==> src/logic/gst_pkg.sv <==
// gst_pkg: constants, field layouts and carriers for the gated 16-bit timer
package gst_pkg;

   // ************************************************************
   // register byte addresses on the apb bus
   // ************************************************************
   localparam logic [7:0] TIMER_CONTROL_OFS = 8'h00; // source, prescale, run
   localparam logic [7:0] GATE_CONTROL_OFS  = 8'h04; // gate configuration
   localparam logic [7:0] COUNT_LOW_OFS     = 8'h08; // count low byte
   localparam logic [7:0] COUNT_HIGH_OFS    = 8'h0C; // count high byte
   localparam logic [7:0] FLAG_STATUS_OFS   = 8'h10; // sticky flags, w1c

   // ************************************************************
   // field positions and reset values
   // ************************************************************
   localparam int FLAG_OVERFLOW_BIT   = 0;         // count rollover flag
   localparam int FLAG_GATE_EVENT_BIT = 1;         // gate falling edge flag
   localparam logic [7:0] TIMER_CONTROL_RST = 8'h00;
   localparam logic [7:0] GATE_CONTROL_RST  = 8'h00;
   localparam logic [15:0] COUNT_RST        = 16'h0000;
   localparam logic [15:0] COUNT_ALL_ONES   = 16'hFFFF;
   localparam logic [7:0] T0_ROLL_FROM      = 8'hFF; // eight-bit timer wrap
   localparam logic [7:0] T0_ROLL_TO        = 8'h00;

   // ************************************************************
   // timing: system clock rate and instruction clock divider
   // ************************************************************
   localparam int CLOCK_PERIOD_PS = 4000;          // 250 mhz system clock
   localparam int INSTR_DIVIDE    = 4;             // fosc over four
   localparam logic [1:0] INSTR_DIV_LAST = 2'(INSTR_DIVIDE - 1);

   // ************************************************************
   // enumerations
   // ************************************************************
   typedef enum logic [1:0] {
      GST_CLK_INSTR = 2'b00,                       // system clock / 4
      GST_CLK_SYS   = 2'b01,                       // system clock
      GST_CLK_EXT   = 2'b10,                       // external clock pin
      GST_CLK_LFOSC = 2'b11                        // low-frequency oscillator
   } gst_clk_sel_t;

   typedef enum logic [1:0] {
      GST_GATE_PIN  = 2'b00,                       // gate input pin
      GST_GATE_T0   = 2'b01,                       // eight-bit timer overflow
      GST_GATE_CMP1 = 2'b10,                       // comparator one
      GST_GATE_CMP2 = 2'b11                        // comparator two
   } gst_gate_src_t;

   // ************************************************************
   // register carriers, msb first
   // ************************************************************
   typedef struct packed {
      gst_clk_sel_t clockSelect;                   // bits 7:6
      logic [1:0]   prescale;                      // bits 5:4
      logic         oscEnable;                     // bit 3
      logic         asyncSelect;                   // bit 2
      logic         spare;                         // bit 1, reads zero
      logic         run;                           // bit 0
   } gst_timer_ctrl_t;

   typedef struct packed {
      logic          gateEnable;                   // bit 7
      logic          gatePolarity;                 // bit 6
      logic          toggleMode;                   // bit 5
      logic          singlePulse;                  // bit 4
      logic          singlePulseGo;                // bit 3
      logic          gateValue;                    // bit 2, read only
      gst_gate_src_t gateSource;                   // bits 1:0
   } gst_gate_ctrl_t;

endpackage

==> src/logic/gst_timer.sv <==
// gst_timer: gated 16-bit timer with prescaler and apb register slave
//
// Behaviour
// - 16-bit count, byte writes replace live bytes
// - run off stops; gate enable gates counting
// - clock select picks one of four sources
// - system clock source advances four per instruction
// - external clock counts rising edges, sync/async, only with oscEnable clear
// - external mode waits first falling edge
// - prescaler divides by 1,2,4,8, hidden
// - count byte write clears prescaler
// - async select has no effect; edges always synced
// - count reads always return valid bytes
// - mode switch neither drops nor adds one
// - gate polarity chooses active level
// - gate source field selects four inputs
// - eight-bit timer wrap gives one pulse
// - toggle mode flips gate per edge
// - toggle flop held clear when off
// - single pulse go arms one gate window
// - toggle plus pulse counts one cycle
// - rollover sets sticky overflow flag
// - gate value status always readable
// - gate value falling edge sets flag
`timescale 1ns/1ps
`default_nettype none

module gst_timer (
   // clock and reset
   input  wire logic        clock,
   input  wire logic        rstn,
   // apb slave
   input  wire logic        psel,
   input  wire logic        penable,
   input  wire logic        pwrite,
   input  wire logic [7:0]  paddr,
   input  wire logic [31:0] pwdata,
   output logic      [31:0] prdata,
   output logic             pready,
   output logic             pslverr,
   // asynchronous pins and comparators
   input  wire logic        externalClockInput,
   input  wire logic        lowFreqInternalOsc,
   input  wire logic        gateInputPin,
   input  wire logic        comparatorOneOutput,
   input  wire logic        comparatorTwoOutput,
   // eight-bit timer count, same clock domain
   input  wire logic [7:0]  eightBitTimerCount
);

   // ************************************************************
   // asynchronous input synchronisers
   // ************************************************************
   localparam int NSYNC = 5;                       // pins brought in
   logic [NSYNC-1:0] pinRaw;                       // raw pin vector
   logic [NSYNC-1:0] syncFirst_q;                  // first stage only
   logic [NSYNC-1:0] syncSecond_q;                 // safe to read
   logic [NSYNC-1:0] syncLast_q;                   // for edge detect
   logic [NSYNC-1:0] pinRise;                      // synced rising edges
   logic [NSYNC-1:0] pinFall;                      // synced falling edges
   logic [2:0]       settle_q;                     // high once pins synced

   assign pinRaw = {comparatorTwoOutput, comparatorOneOutput, gateInputPin,
                    lowFreqInternalOsc, externalClockInput};

   // three flops per pin; edges compare the second stage with the third
   always_ff @(posedge clock or negedge rstn) begin
      if (!rstn) begin
         syncFirst_q  <= '0;
         syncSecond_q <= '0;
         syncLast_q   <= '0;
      end else begin
         syncFirst_q  <= pinRaw;
         syncSecond_q <= syncFirst_q;
         syncLast_q   <= syncSecond_q;
      end
   end

   // the sync stages reset low whatever the pins show, so gate edges
   // are trusted only once real pin levels have passed through them
   always_ff @(posedge clock or negedge rstn) begin
      if (!rstn) begin
         settle_q <= '0;
      end else begin
         settle_q <= {settle_q[1:0], 1'b1};
      end
   end

   assign pinRise = syncSecond_q & ~syncLast_q;
   assign pinFall = ~syncSecond_q & syncLast_q;

   // ************************************************************
   // registers and apb access decode
   // ************************************************************
   gst_pkg::gst_timer_ctrl_t timerCtrl_q;          // source, prescale, run
   gst_pkg::gst_gate_ctrl_t  gateCtrl_q;           // gate config (go inside)
   logic [15:0] count_q;                           // live count
   logic [2:0]  pre_q;                             // hidden prescale count
   logic        ovfFlag_q;                         // sticky rollover flag
   logic        gateEvtFlag_q;                     // sticky gate event flag
   logic        accessDone;                        // edge the transfer ends
   logic        wrEn;                              // write takes effect
   logic        wrLow;                             // write to low byte
   logic        wrHigh;                            // write to high byte
   logic        wrCount;                           // either count byte
   logic        incr;                              // count advances now

   // one wait state: pready rises in the second access cycle
   assign accessDone = psel && penable && pready;
   assign wrEn   = accessDone && pwrite;
   assign wrLow  = wrEn && (paddr == gst_pkg::COUNT_LOW_OFS);
   assign wrHigh = wrEn && (paddr == gst_pkg::COUNT_HIGH_OFS);
   assign wrCount = wrLow || wrHigh;

   // decode used by the error answer only; the read mux has its own case
   function automatic logic isMapped(input logic [7:0] a);
      isMapped = (a == gst_pkg::TIMER_CONTROL_OFS) ||
                 (a == gst_pkg::GATE_CONTROL_OFS)  ||
                 (a == gst_pkg::COUNT_LOW_OFS)     ||
                 (a == gst_pkg::COUNT_HIGH_OFS)    ||
                 (a == gst_pkg::FLAG_STATUS_OFS);
   endfunction

   // ************************************************************
   // clock source, instruction divider and gate evaluation
   // ************************************************************
   logic [1:0]  instrDiv_q;                        // fosc/4 divider
   logic        instrTick;                         // one pulse per 4 clocks
   logic        extArmed_q;                        // falling edge seen
   logic        srcTick;                           // selected source edge
   logic [7:0]  t0Last_q;                          // previous timer value
   logic        t0Pulse;                           // eight-bit timer wrap
   logic        gateRaw;                           // selected gate input
   logic        gateAct;                           // polarity-adjusted gate
   logic        gateActLast_q;                     // for toggle edges
   logic        toggle_q;                          // gate toggle flop
   logic        stage;                             // after toggle stage
   logic        stageLast_q;                       // for pulse edges
   logic        stageRise;                         // incrementing gate edge
   logic        stageFall;                         // trailing gate edge
   logic        pulseWin_q;                        // single pulse window
   logic        gateValue;                         // internal gate level
   logic        gateValLast_q;                     // for gate event edge
   logic        countEn;                           // run and gate permit

   // free divider: the instruction tick is a one-cycle enable
   always_ff @(posedge clock or negedge rstn) begin
      if (!rstn) begin
         instrDiv_q <= '0;
      end else begin
         instrDiv_q <= instrDiv_q + 2'b01;
      end
   end
   assign instrTick = (instrDiv_q == gst_pkg::INSTR_DIV_LAST);

   // external counting needs one falling edge before the first rise;
   // disarmed by a count write or by stopping the timer
   always_ff @(posedge clock or negedge rstn) begin
      if (!rstn) begin
         extArmed_q <= 1'b0;
      end else if (wrCount || !timerCtrl_q.run) begin
         extArmed_q <= 1'b0;
      end else if (pinFall[0]) begin
         extArmed_q <= 1'b1;
      end
   end

   // source select; async mode shares the synchronised edge since the
   // block has one clock, so no increment is lost or added on a switch
   always_comb begin
      case (timerCtrl_q.clockSelect)
         gst_pkg::GST_CLK_INSTR: srcTick = instrTick;
         gst_pkg::GST_CLK_SYS:   srcTick = 1'b1;
         gst_pkg::GST_CLK_EXT:   srcTick = pinRise[0] && extArmed_q &&
                                           !timerCtrl_q.oscEnable;
         gst_pkg::GST_CLK_LFOSC: srcTick = pinRise[1];
         default:                srcTick = 1'b0;
      endcase
   end

   // previous eight-bit timer value for wrap detection
   always_ff @(posedge clock or negedge rstn) begin
      if (!rstn) begin
         t0Last_q <= '0;
      end else begin
         t0Last_q <= eightBitTimerCount;
      end
   end
   assign t0Pulse = (t0Last_q == gst_pkg::T0_ROLL_FROM) &&
                    (eightBitTimerCount == gst_pkg::T0_ROLL_TO);

   // gate source select and polarity
   always_comb begin
      case (gateCtrl_q.gateSource)
         gst_pkg::GST_GATE_PIN:  gateRaw = syncSecond_q[2];
         gst_pkg::GST_GATE_T0:   gateRaw = t0Pulse;
         gst_pkg::GST_GATE_CMP1: gateRaw = syncSecond_q[3];
         gst_pkg::GST_GATE_CMP2: gateRaw = syncSecond_q[4];
         default:                gateRaw = 1'b0;
      endcase
   end
   assign gateAct = gateCtrl_q.gatePolarity ? gateRaw : !gateRaw;

   // toggle flop flips on each incrementing edge; held clear when off
   always_ff @(posedge clock or negedge rstn) begin
      if (!rstn) begin
         gateActLast_q <= 1'b0;
         toggle_q      <= 1'b0;
      end else begin
         gateActLast_q <= gateAct;
         if (!gateCtrl_q.toggleMode) begin
            toggle_q <= 1'b0;
         end else if (gateAct && !gateActLast_q) begin
            toggle_q <= !toggle_q;
         end
      end
   end
   assign stage = gateCtrl_q.toggleMode ? toggle_q : gateAct;

   // single pulse follows the toggle stage, so both run in series
   always_ff @(posedge clock or negedge rstn) begin
      if (!rstn) begin
         stageLast_q <= 1'b0;
         pulseWin_q  <= 1'b0;
      end else begin
         stageLast_q <= stage;
         if (!gateCtrl_q.singlePulse) begin
            pulseWin_q <= 1'b0;
         end else if (!pulseWin_q && stageRise && gateCtrl_q.singlePulseGo) begin
            pulseWin_q <= 1'b1;
         end else if (pulseWin_q && stageFall) begin
            pulseWin_q <= 1'b0;
         end
      end
   end
   assign stageRise = stage && !stageLast_q;
   assign stageFall = !stage && stageLast_q;
   assign gateValue = gateCtrl_q.singlePulse ? pulseWin_q : stage;

   // gate value history for the event flag
   always_ff @(posedge clock or negedge rstn) begin
      if (!rstn) begin
         gateValLast_q <= 1'b0;
      end else begin
         gateValLast_q <= gateValue;
      end
   end

   assign countEn = timerCtrl_q.run &&
                    (!gateCtrl_q.gateEnable || gateValue);

   // ************************************************************
   // prescaler and count
   // ************************************************************
   logic [2:0] preLast;                            // divide-by mask
   assign preLast = 3'((4'b0001 << timerCtrl_q.prescale) - 4'b0001);
   assign incr = srcTick && countEn && (pre_q == preLast) && !wrCount;

   // prescaler counts gated source ticks; a count write clears it
   always_ff @(posedge clock or negedge rstn) begin
      if (!rstn) begin
         pre_q <= '0;
      end else if (wrCount) begin
         pre_q <= '0;
      end else if (srcTick && countEn) begin
         pre_q <= (pre_q == preLast) ? 3'b000 : pre_q + 3'b001;
      end
   end

   // a write replaces its byte and wins over a coincident increment
   always_ff @(posedge clock or negedge rstn) begin
      if (!rstn) begin
         count_q <= gst_pkg::COUNT_RST;
      end else if (wrLow) begin
         count_q[7:0] <= pwdata[7:0];
      end else if (wrHigh) begin
         count_q[15:8] <= pwdata[7:0];
      end else if (incr) begin
         count_q <= count_q + 16'h0001;
      end
   end

   // ************************************************************
   // control registers and sticky flags
   // ************************************************************
   logic goClear;                                  // hardware clears go
   assign goClear = pulseWin_q && stageFall;

   // control registers; software set of go wins over its hardware clear
   always_ff @(posedge clock or negedge rstn) begin
      if (!rstn) begin
         timerCtrl_q <= gst_pkg::gst_timer_ctrl_t'(gst_pkg::TIMER_CONTROL_RST);
         gateCtrl_q  <= gst_pkg::gst_gate_ctrl_t'(gst_pkg::GATE_CONTROL_RST);
      end else begin
         if (wrEn && paddr == gst_pkg::TIMER_CONTROL_OFS) begin
            timerCtrl_q       <= gst_pkg::gst_timer_ctrl_t'(pwdata[7:0]);
            timerCtrl_q.spare <= 1'b0;
         end
         gateCtrl_q.gateValue <= gateValue;
         if (wrEn && paddr == gst_pkg::GATE_CONTROL_OFS) begin
            gateCtrl_q.gateEnable    <= pwdata[7];
            gateCtrl_q.gatePolarity  <= pwdata[6];
            gateCtrl_q.toggleMode    <= pwdata[5];
            gateCtrl_q.singlePulse   <= pwdata[4];
            gateCtrl_q.singlePulseGo <= pwdata[3];
            gateCtrl_q.gateSource    <= gst_pkg::gst_gate_src_t'(pwdata[1:0]);
         end else if (goClear) begin
            gateCtrl_q.singlePulseGo <= 1'b0;
         end
      end
   end

   // sticky flags, write one to clear; a new event beats the clear
   always_ff @(posedge clock or negedge rstn) begin
      if (!rstn) begin
         ovfFlag_q     <= 1'b0;
         gateEvtFlag_q <= 1'b0;
      end else begin
         if (incr && count_q == gst_pkg::COUNT_ALL_ONES) begin
            ovfFlag_q <= 1'b1;
         end else if (wrEn && paddr == gst_pkg::FLAG_STATUS_OFS &&
                      pwdata[gst_pkg::FLAG_OVERFLOW_BIT]) begin
            ovfFlag_q <= 1'b0;
         end
         if (!gateValue && gateValLast_q && settle_q[2]) begin
            gateEvtFlag_q <= 1'b1;
         end else if (wrEn && paddr == gst_pkg::FLAG_STATUS_OFS &&
                      pwdata[gst_pkg::FLAG_GATE_EVENT_BIT]) begin
            gateEvtFlag_q <= 1'b0;
         end
      end
   end

   // ************************************************************
   // apb answer: ready, read data and error all registered
   // ************************************************************
   logic [7:0] rdByte;                             // selected read byte
   always_comb begin
      case (paddr)
         gst_pkg::TIMER_CONTROL_OFS: rdByte = timerCtrl_q;
         gst_pkg::GATE_CONTROL_OFS:  rdByte = gateCtrl_q;
         gst_pkg::COUNT_LOW_OFS:     rdByte = count_q[7:0];
         gst_pkg::COUNT_HIGH_OFS:    rdByte = count_q[15:8];
         gst_pkg::FLAG_STATUS_OFS:   rdByte = {6'h00, gateEvtFlag_q, ovfFlag_q};
         default:                    rdByte = 8'h00;
      endcase
   end

   // pready pulses in the second access cycle; read data taken there
   always_ff @(posedge clock or negedge rstn) begin
      if (!rstn) begin
         pready  <= 1'b0;
         prdata  <= 32'h00000000;
         pslverr <= 1'b0;
      end else begin
         pready  <= psel && penable && !pready;
         pslverr <= psel && penable && !pready && !isMapped(paddr);
         if (psel && penable && !pready) begin
            prdata <= pwrite ? 32'h00000000 : {24'h000000, rdByte};
         end
      end
   end
endmodule

`default_nettype wire

==> config.mk <==
export PLATFORM = sky130hd
export DESIGN_NAME = gst_timer
export DESIGN_NICKNAME = d
export VERILOG_FILES = /design/src/logic/gst_pkg.sv /design/src/logic/gst_timer.sv
export SDC_FILE = /design/constraint.sdc
export NUM_CORES = 1
export LEC_CHECK = 0
export ABC_CLOCK_PERIOD_IN_PS = 5250
export BUFFER_PORTS_ARGS = -buffer_cell sky130_fd_sc_hd__clkbuf_2
export CAP_MARGIN = 0
export CORE_MARGIN = 10
export CORE_UTILIZATION = 40
export CTS_CLUSTER_DIAMETER = 30
export CTS_CLUSTER_SIZE = 14
export DETAILED_ROUTE_END_ITERATION = 6
export PLACE_DENSITY = 0.74
export SLEW_MARGIN = 40
export SYNTH_ARGS = -nofsm -noshare
export SYNTH_HDL_FRONTEND = slang
export SYNTH_SLANG_ARGS = --single-unit
==> constraint.sdc <==
create_clock -name clock -period 5.25 [get_ports clock]
set_input_delay 1.05 -clock clock [delete_from_list [all_inputs] [get_ports clock]]
set_output_delay 1.05 -clock clock [all_outputs]
set_load 0.01 [all_outputs]
After elaboration in Yosys (flattened, before gate mapping)
Index checks and enable logic that the tools add are counted.
{ "word_totals": {"register_bits": 100, "inputBits": 58, "output_inout_bits": 34, "elab_cells": 145} }
{ "classes": {"add_sub_neg": 4, "eq_ne": 17, "shift": 1, "mux": 26, "bitwise": 5, "n_reduce_logical": 61} }
{ "ops": {"columns": ["cell", "count"], "rows": [
  ["$pmux W8 S5", 1],
  ["$mux W8", 4],
  ["$logic_and A1 B1 Y1", 28],
  ["$add A16 B1 Y16 const B", 1],
  ["$eq A16 B16 Y1 const B", 1],
  ["$eq A8 B4 Y1 const B", 2],
  ["$logic_not A8 Y1", 2],
  ["$mux W16", 1],
  ["$mux W1", 15],
  ["$reduce_bool A2 Y1", 7],
  ["$logic_not A1 Y1", 13],
  ["$eq A2 B2 Y1 const B", 5],
  ["$mux W3", 3],
  ["$eq A8 B3 Y1 const B", 1],
  ["$eq A8 B5 Y1 const B", 1],
  ["$eq A8 B8 Y1 const B", 1],
  ["$pmux W1 S4", 2],
  ["$logic_or A1 B1 Y1", 7],
  ["$eq A2 B1 Y1 const B", 2],
  ["$logic_not A2 Y1", 2],
  ["$reduce_and A2 Y1", 2],
  ["$add A3 B1 Y3 const B", 1],
  ["$eq A3 B3 Y1", 1],
  ["$ne A3 B1 Y1 const B", 1],
  ["9 further kinds", 10]
]} }

Longest topological paths before layout
Gate-level depths: netlist of run 1.
{ "depth": {"ltp_word": 15, "ltp_mapped": 9, "mapped_depth_nobuf": 8} }

Worst setup path before layout of run 1
No wires, ideal clock.
{ "synth_timing": {"path_type": "input-to-reg", "startpoint": "input eightBitTimerCount[1]", "endpoint": "register count_q[7]", "setup_ps": 126, "arrival_ps": 2934, "required_ps": 5124, "slack_ps": 2189, "stages": 7, "path_buffers": 0, "path_cell_list": "or4_4 -> nor4_4 -> mux2_4 -> o21a_4 -> nand2_1 -> nor4_1 -> a311o_1"} }
{ "synth_between": {"elab_chain_cells": 14} }
{ "synth_lines": {"columns": ["element", "line", "text"], "rows": [
  ["start: declaration", "gst_timer.sv:48", "input wire logic [7:0] eightBitTimerCount"],
  ["$logic_not A8 Y1 *", "gst_timer.sv:190", "(eightBitTimerCount == gst_pkg::T0_ROLL_TO);"],
  ["$logic_and A1 B1 Y1 *", "gst_timer.sv:189", "assign t0Pulse = (t0Last_q == gst_pkg::T0_ROLL_FROM) &&"],
  ["$pmux W1 S4 *", "gst_timer.sv:194", "case (gateCtrl_q.gateSource)"],
  ["$logic_not A1 Y1", "gst_timer.sv:202", "assign gateAct = gateCtrl_q.gatePolarity ? gateRaw : !gateRaw;"],
  ["$mux W1 *", "gst_timer.sv:202", null],
  ["$mux W1 *", "gst_timer.sv:218", "assign stage = gateCtrl_q.toggleMode ? toggle_q : gateAct;"],
  ["$mux W1 *", "gst_timer.sv:238", "assign gateValue = gateCtrl_q.singlePulse ? pulseWin_q : stage;"],
  ["$logic_or A1 B1 Y1 *", "gst_timer.sv:250", "(!gateCtrl_q.gateEnable || gateValue);"],
  ["$logic_and A1 B1 Y1 *", "gst_timer.sv:249", "assign countEn = timerCtrl_q.run &&"],
  ["$logic_and A1 B1 Y1 * (3 in series)", "gst_timer.sv:257", "assign incr = srcTick && countEn && (pre_q == preLast) && !wrCount;"],
  ["$reduce_bool A2 Y1 (no source line) *", null, null],
  ["$reduce_and A2 Y1 (no source line) *", null, null],
  ["end signal: assignment", "gst_timer.sv:273", "count_q <= gst_pkg::COUNT_RST;"],
  ["end signal: assignment", "gst_timer.sv:275", "count_q[7:0] <= pwdata[7:0];"],
  ["end signal: assignment", "gst_timer.sv:279", "count_q <= count_q + 16'h0001;"],
  ["end: declaration", "gst_timer.sv:97", "logic [15:0] count_q;"]
]} }
Mark *: on every way between the ends. The rest lies on a longest branch, timed or not.
A chain may end at the register's enable or synchronous reset.

Final worst setup path of run 1
{ "layout_timing": {"startpoint": "input paddr[0]", "endpoint": "register count_q[11]"} }
{ "layout_between": {"elab_chain_cells": 7, "word_cells_on_any_way": 11, "cone_classes": "2 x eq/ne; 1 x mux; 1 x bitwise; 7 x reduce/logical"} }
{ "layout_lines": {"columns": ["element", "line", "text"], "rows": [
  ["start: declaration", "gst_timer.sv:36", "input wire logic [7:0] paddr,"],
  ["$eq A8 B4 Y1 (on tied branches)", "gst_timer.sv:111, gst_timer.sv:112", null],
  ["$logic_and A1 B1 Y1 (on tied branches)", "gst_timer.sv:111, gst_timer.sv:112", null],
  ["$logic_or A1 B1 Y1", "gst_timer.sv:113", "assign wrCount = wrLow || wrHigh;"],
  ["$logic_not A1 Y1", "gst_timer.sv:257", null],
  ["$logic_and A1 B1 Y1", "gst_timer.sv:257", null],
  ["$reduce_bool A2 Y1 (no source line)", null, null],
  ["$reduce_and A2 Y1 (no source line)", null, null],
  ["end signal: assignment", "gst_timer.sv:273", null],
  ["end signal: assignment", "gst_timer.sv:277", "count_q[15:8] <= pwdata[7:0];"],
  ["end signal: assignment", "gst_timer.sv:279", null]
]} }
Parallel ways exist; a longest one is shown, timed or not.

==> impl_metrics.toml, run 1 <==
[outcome]
outcome = "complete, no violations"

[power_and_ir_drop]
p_clk_share_pct = 43.3
vdd_drop_max_uv = 159.2
leakage_nw = 1.945
p_total_mw = 1.184
power_frac_comb_pct = 5.7
p_switching_uw = 279.4
swShare_pct = 23.60
seqPwrFrac_pct = 51.0
power_density_nw_per_um2 = 273.1
p_int_uw = 904.4

[hold_path]
hold_end = "syncSecond_q[2]$_DFF_PN0_"
min_from = "syncFirst_q[2]$_DFF_PN0_"
hold_path_class = "reg -> reg"
worst_hold_path.num_cells = 0

[place]
port_buffers = 43
place.gp.congestion = 0.9306
post-place-cells = 527
hpwl_mm = 6.593
dp_slack_ns = 1.392

[grt]
grt_pass1_wl_mm = 14.61
grt_pass1_vias = 2894
overflow = 0
grt_util_all_layers_pct = 12.77
grt_antenna_before_repair = 0
grt_max_degree = 77

[critical_path]
crit_arrival_ns = 3.75
worstReg2RegStart = "pready$_DFF_PN0_"
path_class = "in -> reg"
critPathMaxStageDelay_ns = 0.70
ff2ff_setup_slack_ns = 2.68
cpMaxStageDelayCell = "nor2_1"
crit_chain = "clkbuf_2, or4_1, nor4_1, nand2_1, nor2_1, nor2_1, o22a_1, o311a_1"
cpMostUsedCell = "nor2_1"
worstPathRequired_ns = 5.48
crit_path_start_kind = "primary input"
crit_cells = 8
cp_max_fo = 16
r2r_end = "count_q[11]$_DFFE_PN0P_"
critical_path.top_delay_family = "simple AND/OR/NAND/NOR gates"
end_kind = "flip-flop"
crit_buf_inv = 1
rr_worst_depth = 7

[sta]
rsz0062_at_grt = "false"
hold_violations = 0
tns_ns = 0
fmax_ghz = 0.2841
finalCritPeriodShare_pct = 67.04
setup_slack_ns = 1.730
fin_skew_ns = 0.01013
worst_slew_pin_slew_ns = 0.7207
slew-limit-headroom_pct = 51.78
drv_slew = 0
period_minus_slack_ns = 3.520
setup_violations = 0

[synth]
synth_edf_count = 0
synth_area_um2 = 3874
syn_inst = 369
synth.distinct_cells = 62
synth_flop_cell = "dfrtp_1"
async_flop_share_pct = 100.0
ys_seq_area_share_pct = 49.10
avgSynthCellArea_um2 = 10.50
synth-seq-cells = 76
yosys_warnings = 0

[floorplan]
initial_utilization_pct = 41.53
die_w_um = 118.4
pin_count = 92
die_y_um = 118.4
dieArea_um2 = 14020
num_rows = 35
core_area_um2 = 9328

[cts]
cts_max_path_buffers = 2
cts_buffers = 9
cts_root_buffer = "clkbuf_8"
cts_max_level = 3
hold_buffers = 0
cts-resized-gates = 0
clock-sinks = 76
post_cts_buffers = 0
cts_tree = "yes"
clk_latency_ns = 0.36
clkTransAtPathRegs_ns = 0.09

[drt]
drtIter0Drc = 269
drc_errors = 0
postRouteAntennaNets = 0
viasPerCell = 5.379
wirelength_mm = 9.058
dr.pass1.iters = 5
dr_total_vias = 2921
wl_per_cell_um = 16.68

[finish]
instances_no_fill = 543
postLayoutCoreUtil_pct = 46.48
fillers = 890
nets = 470
final_common_cell = "dfrtp_1"
multi_input_area_um2 = 1759
diodes = 0
drive_gt1_share_pct = 22.46
regArea_um2 = 1902
layout_common_cells = "dfrtp_1 (76), nand2_1 (42), clkbuf_2 (42)"
area_growth_pct = 11.92

[flow_run]
maxCapViolCount = 0
-- layer usage --
metal	vias to the layer above	GRT usage [%]	part of all wire, %
met2	129	19.65	46
met5	-	0	0
li1	1370	-	-
met1	1403	15.84	43
met4	0	5.420	2.1
met3	19	4.664	9.4
-- power groups by stage --
| stage | Sequential [mW] | Clock [mW] | Combinational [mW] |
|---|---|---|---|
| 2_1_floorplan | 0.614 | 0 | 0.0458 |
| 3_3_place_gp | 0.614 | 0 | 0.0654 |
| 3_5_place_dp | 0.615 | 0 | 0.0676 |
| 4_1_cts | 0.603 | 0.523 | 0.0676 |
| 5_1_grt | 0.605 | 0.547 | 0.0761 |
| 6_report | 0.603 | 0.513 | 0.0679 |
-- synthesized netlist by cell type, types with 2 or more instances --
cell,count,area [µm²]
a211oi_1,4,30.03
a21boi_0,2,15.01
a21oi_1,10,50.05
a311o_1,2,20.02
a311oi_1,2,17.52
a31oi_1,4,25.02
and2_1,2,12.51
buf_4,24,180.2
buf_6,2,22.52
clkbuf_1,10,37.54
conb_1,2,7.510
dfrtp_1,76,1902
ha_1,3,37.54
inv_1,14,52.55
mux2_2,11,123.9
mux2i_1,4,40.04
mux4_2,7,157.7
nand2_1,42,157.7
nand2b_1,4,25.02
nand3_1,13,65.06
nand3b_1,5,37.54
nand4_1,9,56.30
nor2_1,25,93.84
nor2b_1,6,37.54
nor3_1,6,30.03
nor4_1,5,31.28
nor4_2,3,37.54
o21a_1,2,15.01
o21ai_0,22,110.1
o221a_2,2,22.52
o31ai_1,3,22.52
or3_1,6,37.54
or4_4,2,22.52
xnor2_1,6,52.55
xor2_1,2,17.52
-- kinds of logic after synthesis --
family	share of synthesized area (%)
adder cells (fa/ha/maj)	0.9691
other	0.1939
AND/OR/NAND/NOR	19.19
buffers and inverters	7.784
multiplexers	9.367
flip-flops	49.10
XOR/XNOR	1.809
AO/OA/AOI/OAI	11.60
-- worst max path at each step --
stage | endpoint | from | slack [ns]
3_5_place_dp | count_q[5]$_DFFE_PN0P_ | paddr[0] | 1.39
2_1_floorplan | count_q[7]$_DFFE_PN0P_ | eightBitTimerCount[1] | 2.19
5_1_grt | count_q[11]$_DFFE_PN0P_ | paddr[0] | 1.45
3_3_place_gp | count_q[5]$_DFFE_PN0P_ | paddr[0] | 1.43
4_1_cts | count_q[5]$_DFFE_PN0P_ | paddr[0] | 1.74
6_report | count_q[11]$_DFFE_PN0P_ | paddr[0] | 1.73
-- through the flow --
step / area, µm² / hold WS [ns]
3_5_place_dp: 4104 / 0.3347
5_1_grt: 4335 / 0.3573
3_3_place_gp: 4098 / 0.3320
4_1_cts: 4335 / 0.3490
2_1_floorplan: 3960 / 0.3312
6_report: 4335 / 0.3457
-- area by class of cell --
cell class / count / area share, %
repair buffers: 44 / 5.281
inverters: 14 / 1.212
clock buffers: 10 / 3.175
multi-input cells: 264 / 40.58
well taps: 129 / 3.723
flip-flops and latches: 76 / 43.87
clock inverters: 6 / 2.165
-- flip-flops by register name, summed over array words and instances, names as in the netlist, 2 cells and up --
register      cells
count_q          16
pre_q             3
settle_q          3
syncLast_q        2
syncFirst_q       5
syncSecond_q      5
gateCtrl_q        8
prdata            8
t0Last_q          8
instrDiv_q        2
timerCtrl_q       7
Note: power is estimated with default switching activity, not from simulation.
==> inputs of run 2 (changes only) <==
Settings changed: ABC_CLOCK_PERIOD_IN_PS 5250 to 3100, PLACE_DENSITY 0.74 to 0.77.
Clock period 5.25 ns to 3.1 ns, I/O delays scaled along.
==> impl_metrics.toml, run 2 (synthesis results as in run 1) <==
[cts]
cts_tree = "yes"
cts-resized-gates = 0
cts_max_path_buffers = 2
clkTransAtPathRegs_ns = 0.08
clk_latency_ns = 0.36
clock-sinks = 76
cts_max_level = 3
post_cts_buffers = 0
cts_buffers = 9
cts_root_buffer = "clkbuf_8"
hold_buffers = 0

[floorplan]
die_y_um = 118.4
core_area_um2 = 9328
dieArea_um2 = 14020
num_rows = 35
die_w_um = 118.4
initial_utilization_pct = 41.53
pin_count = 92

[grt]
grt_pass1_wl_mm = 14.63
grt_max_degree = 77
overflow = 0
grt_pass1_vias = 2868
grt_util_all_layers_pct = 12.64
grt_antenna_before_repair = 0

[finish]
drive_gt1_share_pct = 23.52
nets = 477
final_common_cell = "dfrtp_1"
largest_reg_flops = 16
fillers = 888
diodes = 0
regMostFlops = "count_q"
area_growth_pct = 12.34
layout_common_cells = "dfrtp_1 (76), nand2_1 (42), clkbuf_2 (42)"

[sta]
tns_ns = 0
setup_slack_ns = 0.5716
fin_skew_ns = 0.006676
setup_violations = 0
drv_slew = 0
holdWs_ns = 0.2739
finalCritPeriodShare_pct = 81.56
hold_violations = 0
worst_slew_pin_slew_ns = 0.6797
slew-limit-headroom_pct = 54.68
rsz0062_at_grt = "false"
period_minus_slack_ns = 2.528
fmax_ghz = 0.3955

[place]
dp_slack_ns = 0.2186
port_buffers = 43
place.gp.congestion = 0.9227
hpwl_mm = 6.564

[critical_path]
path_class = "in -> reg"
cp_max_fo = 8
crit_path_start_kind = "primary input"
worstPathRequired_ns = 3.34
end_kind = "flip-flop"
crit_arrival_ns = 2.77

[flow_run]
maxCapViolCount = 0

[drt]
wl_per_cell_um = 16.29
wirelength_mm = 8.959
drtIter0Drc = 245
dr_total_vias = 2941
drc_errors = 0
viasPerCell = 5.347
postRouteAntennaNets = 0
dr.pass1.iters = 5

[power_and_ir_drop]
power_density_nw_per_um2 = 434.5
leakage_nw = 1.966
p_total_mw = 1.891
vdd_drop_max_uv = 181.6

[hold_path]
hold_path_class = "in -> async"

[outcome]
outcome = "complete, no violations"
==> run 2: cell count changes in the layout (fill, tap and decap cells not counted) <==
cell / change
clkinv_2: +2
nor2_2: -1
buf_4: +7
bufinv_16: -1
nor2_1: +1
clkbuf_8: -1
==> run 2: path summary, 6_finish.rpt <==
kind / startpoint / to / slack (ns) / depth (start not counted)
setup reg to reg: gateCtrl_q[1]$_DFFE_PN0P_ / count_q[15]$_DFFE_PN0P_ / 0.65 / 8
min in group clock: syncFirst_q[3]$_DFF_PN0_ / syncSecond_q[3]$_DFF_PN0_ / 0.35 / 0
hold / removal: rstn / t0Last_q[6]$_DFF_PN0_ / 0.27 / 1
max in group asynchronous: rstn / count_q[9]$_DFFE_PN0P_ / 2.36 / 1
setup / recovery: eightBitTimerCount[1] / count_q[7]$_DFFE_PN0P_ / 0.57 / 8
hold reg to reg: syncFirst_q[3]$_DFF_PN0_ / syncSecond_q[3]$_DFF_PN0_ / 0.35 / 0
==> run 2: metal layers <==
layer | part of all wire (%) | track usage, % | routed length (µm)
met3 | 8.3 | 4.331 | 748
met2 | 45 | 19.02 | 3994
met1 | 46 | 16.45 | 4093
met5 | 0 | 0 | 0
met4 | 1.4 | 4.656 | 123
==> run 2: worst max-delay path: stages <==
cell,delay (ns)
clkbuf_2,0.09
or4_4,0.54
nor4_4,0.34
mux2_4,0.35
o21a_4,0.26
nand2_1,0.18
nor4_1,0.07
a311o_1,0.31
==> run 2: through the flow <==
| step | area, µm² | instances | util, % |
|---|---|---|---|
| 4_1_cts | 4352 | 550 | 46.65 |
| 2_1_floorplan | 3960 | 392 | - |
| 3_3_place_gp | 4150 | 534 | 44.49 |
| 5_1_grt | 4352 | 550 | 46.65 |
| 6_report | 4352 | 550 | 46.65 |
| 3_5_place_dp | 4154 | 534 | 44.53 |
==> run 2: power breakdown <==
| group | total, mW | internal (mW) | switching [mW] | leakage [nW] |
|---|---|---|---|---|
| combinational | 0.114 | 0.0381 | 0.0759 | 0.902 |
| sequential | 1.02 | 1.01 | 0.0103 | 0.964 |
| clock | 0.755 | 0.375 | 0.380 | 0.100 |
| total | 1.89 | 1.42 | 0.466 | 1.97 |
==> run 2: final cells by class <==
cell class | count | area (µm²) | area share, %
repair buffers | 51 | 281.5 | 6.469
clock buffers | 9 | 123.9 | 2.846
clock inverters | 7 | 73.82 | 1.696
flip-flops and latches | 76 | 1902 | 43.70
well taps | 129 | 161.4 | 3.709
multi-input cells | 264 | 1757 | 40.37
inverters | 14 | 52.55 | 1.208
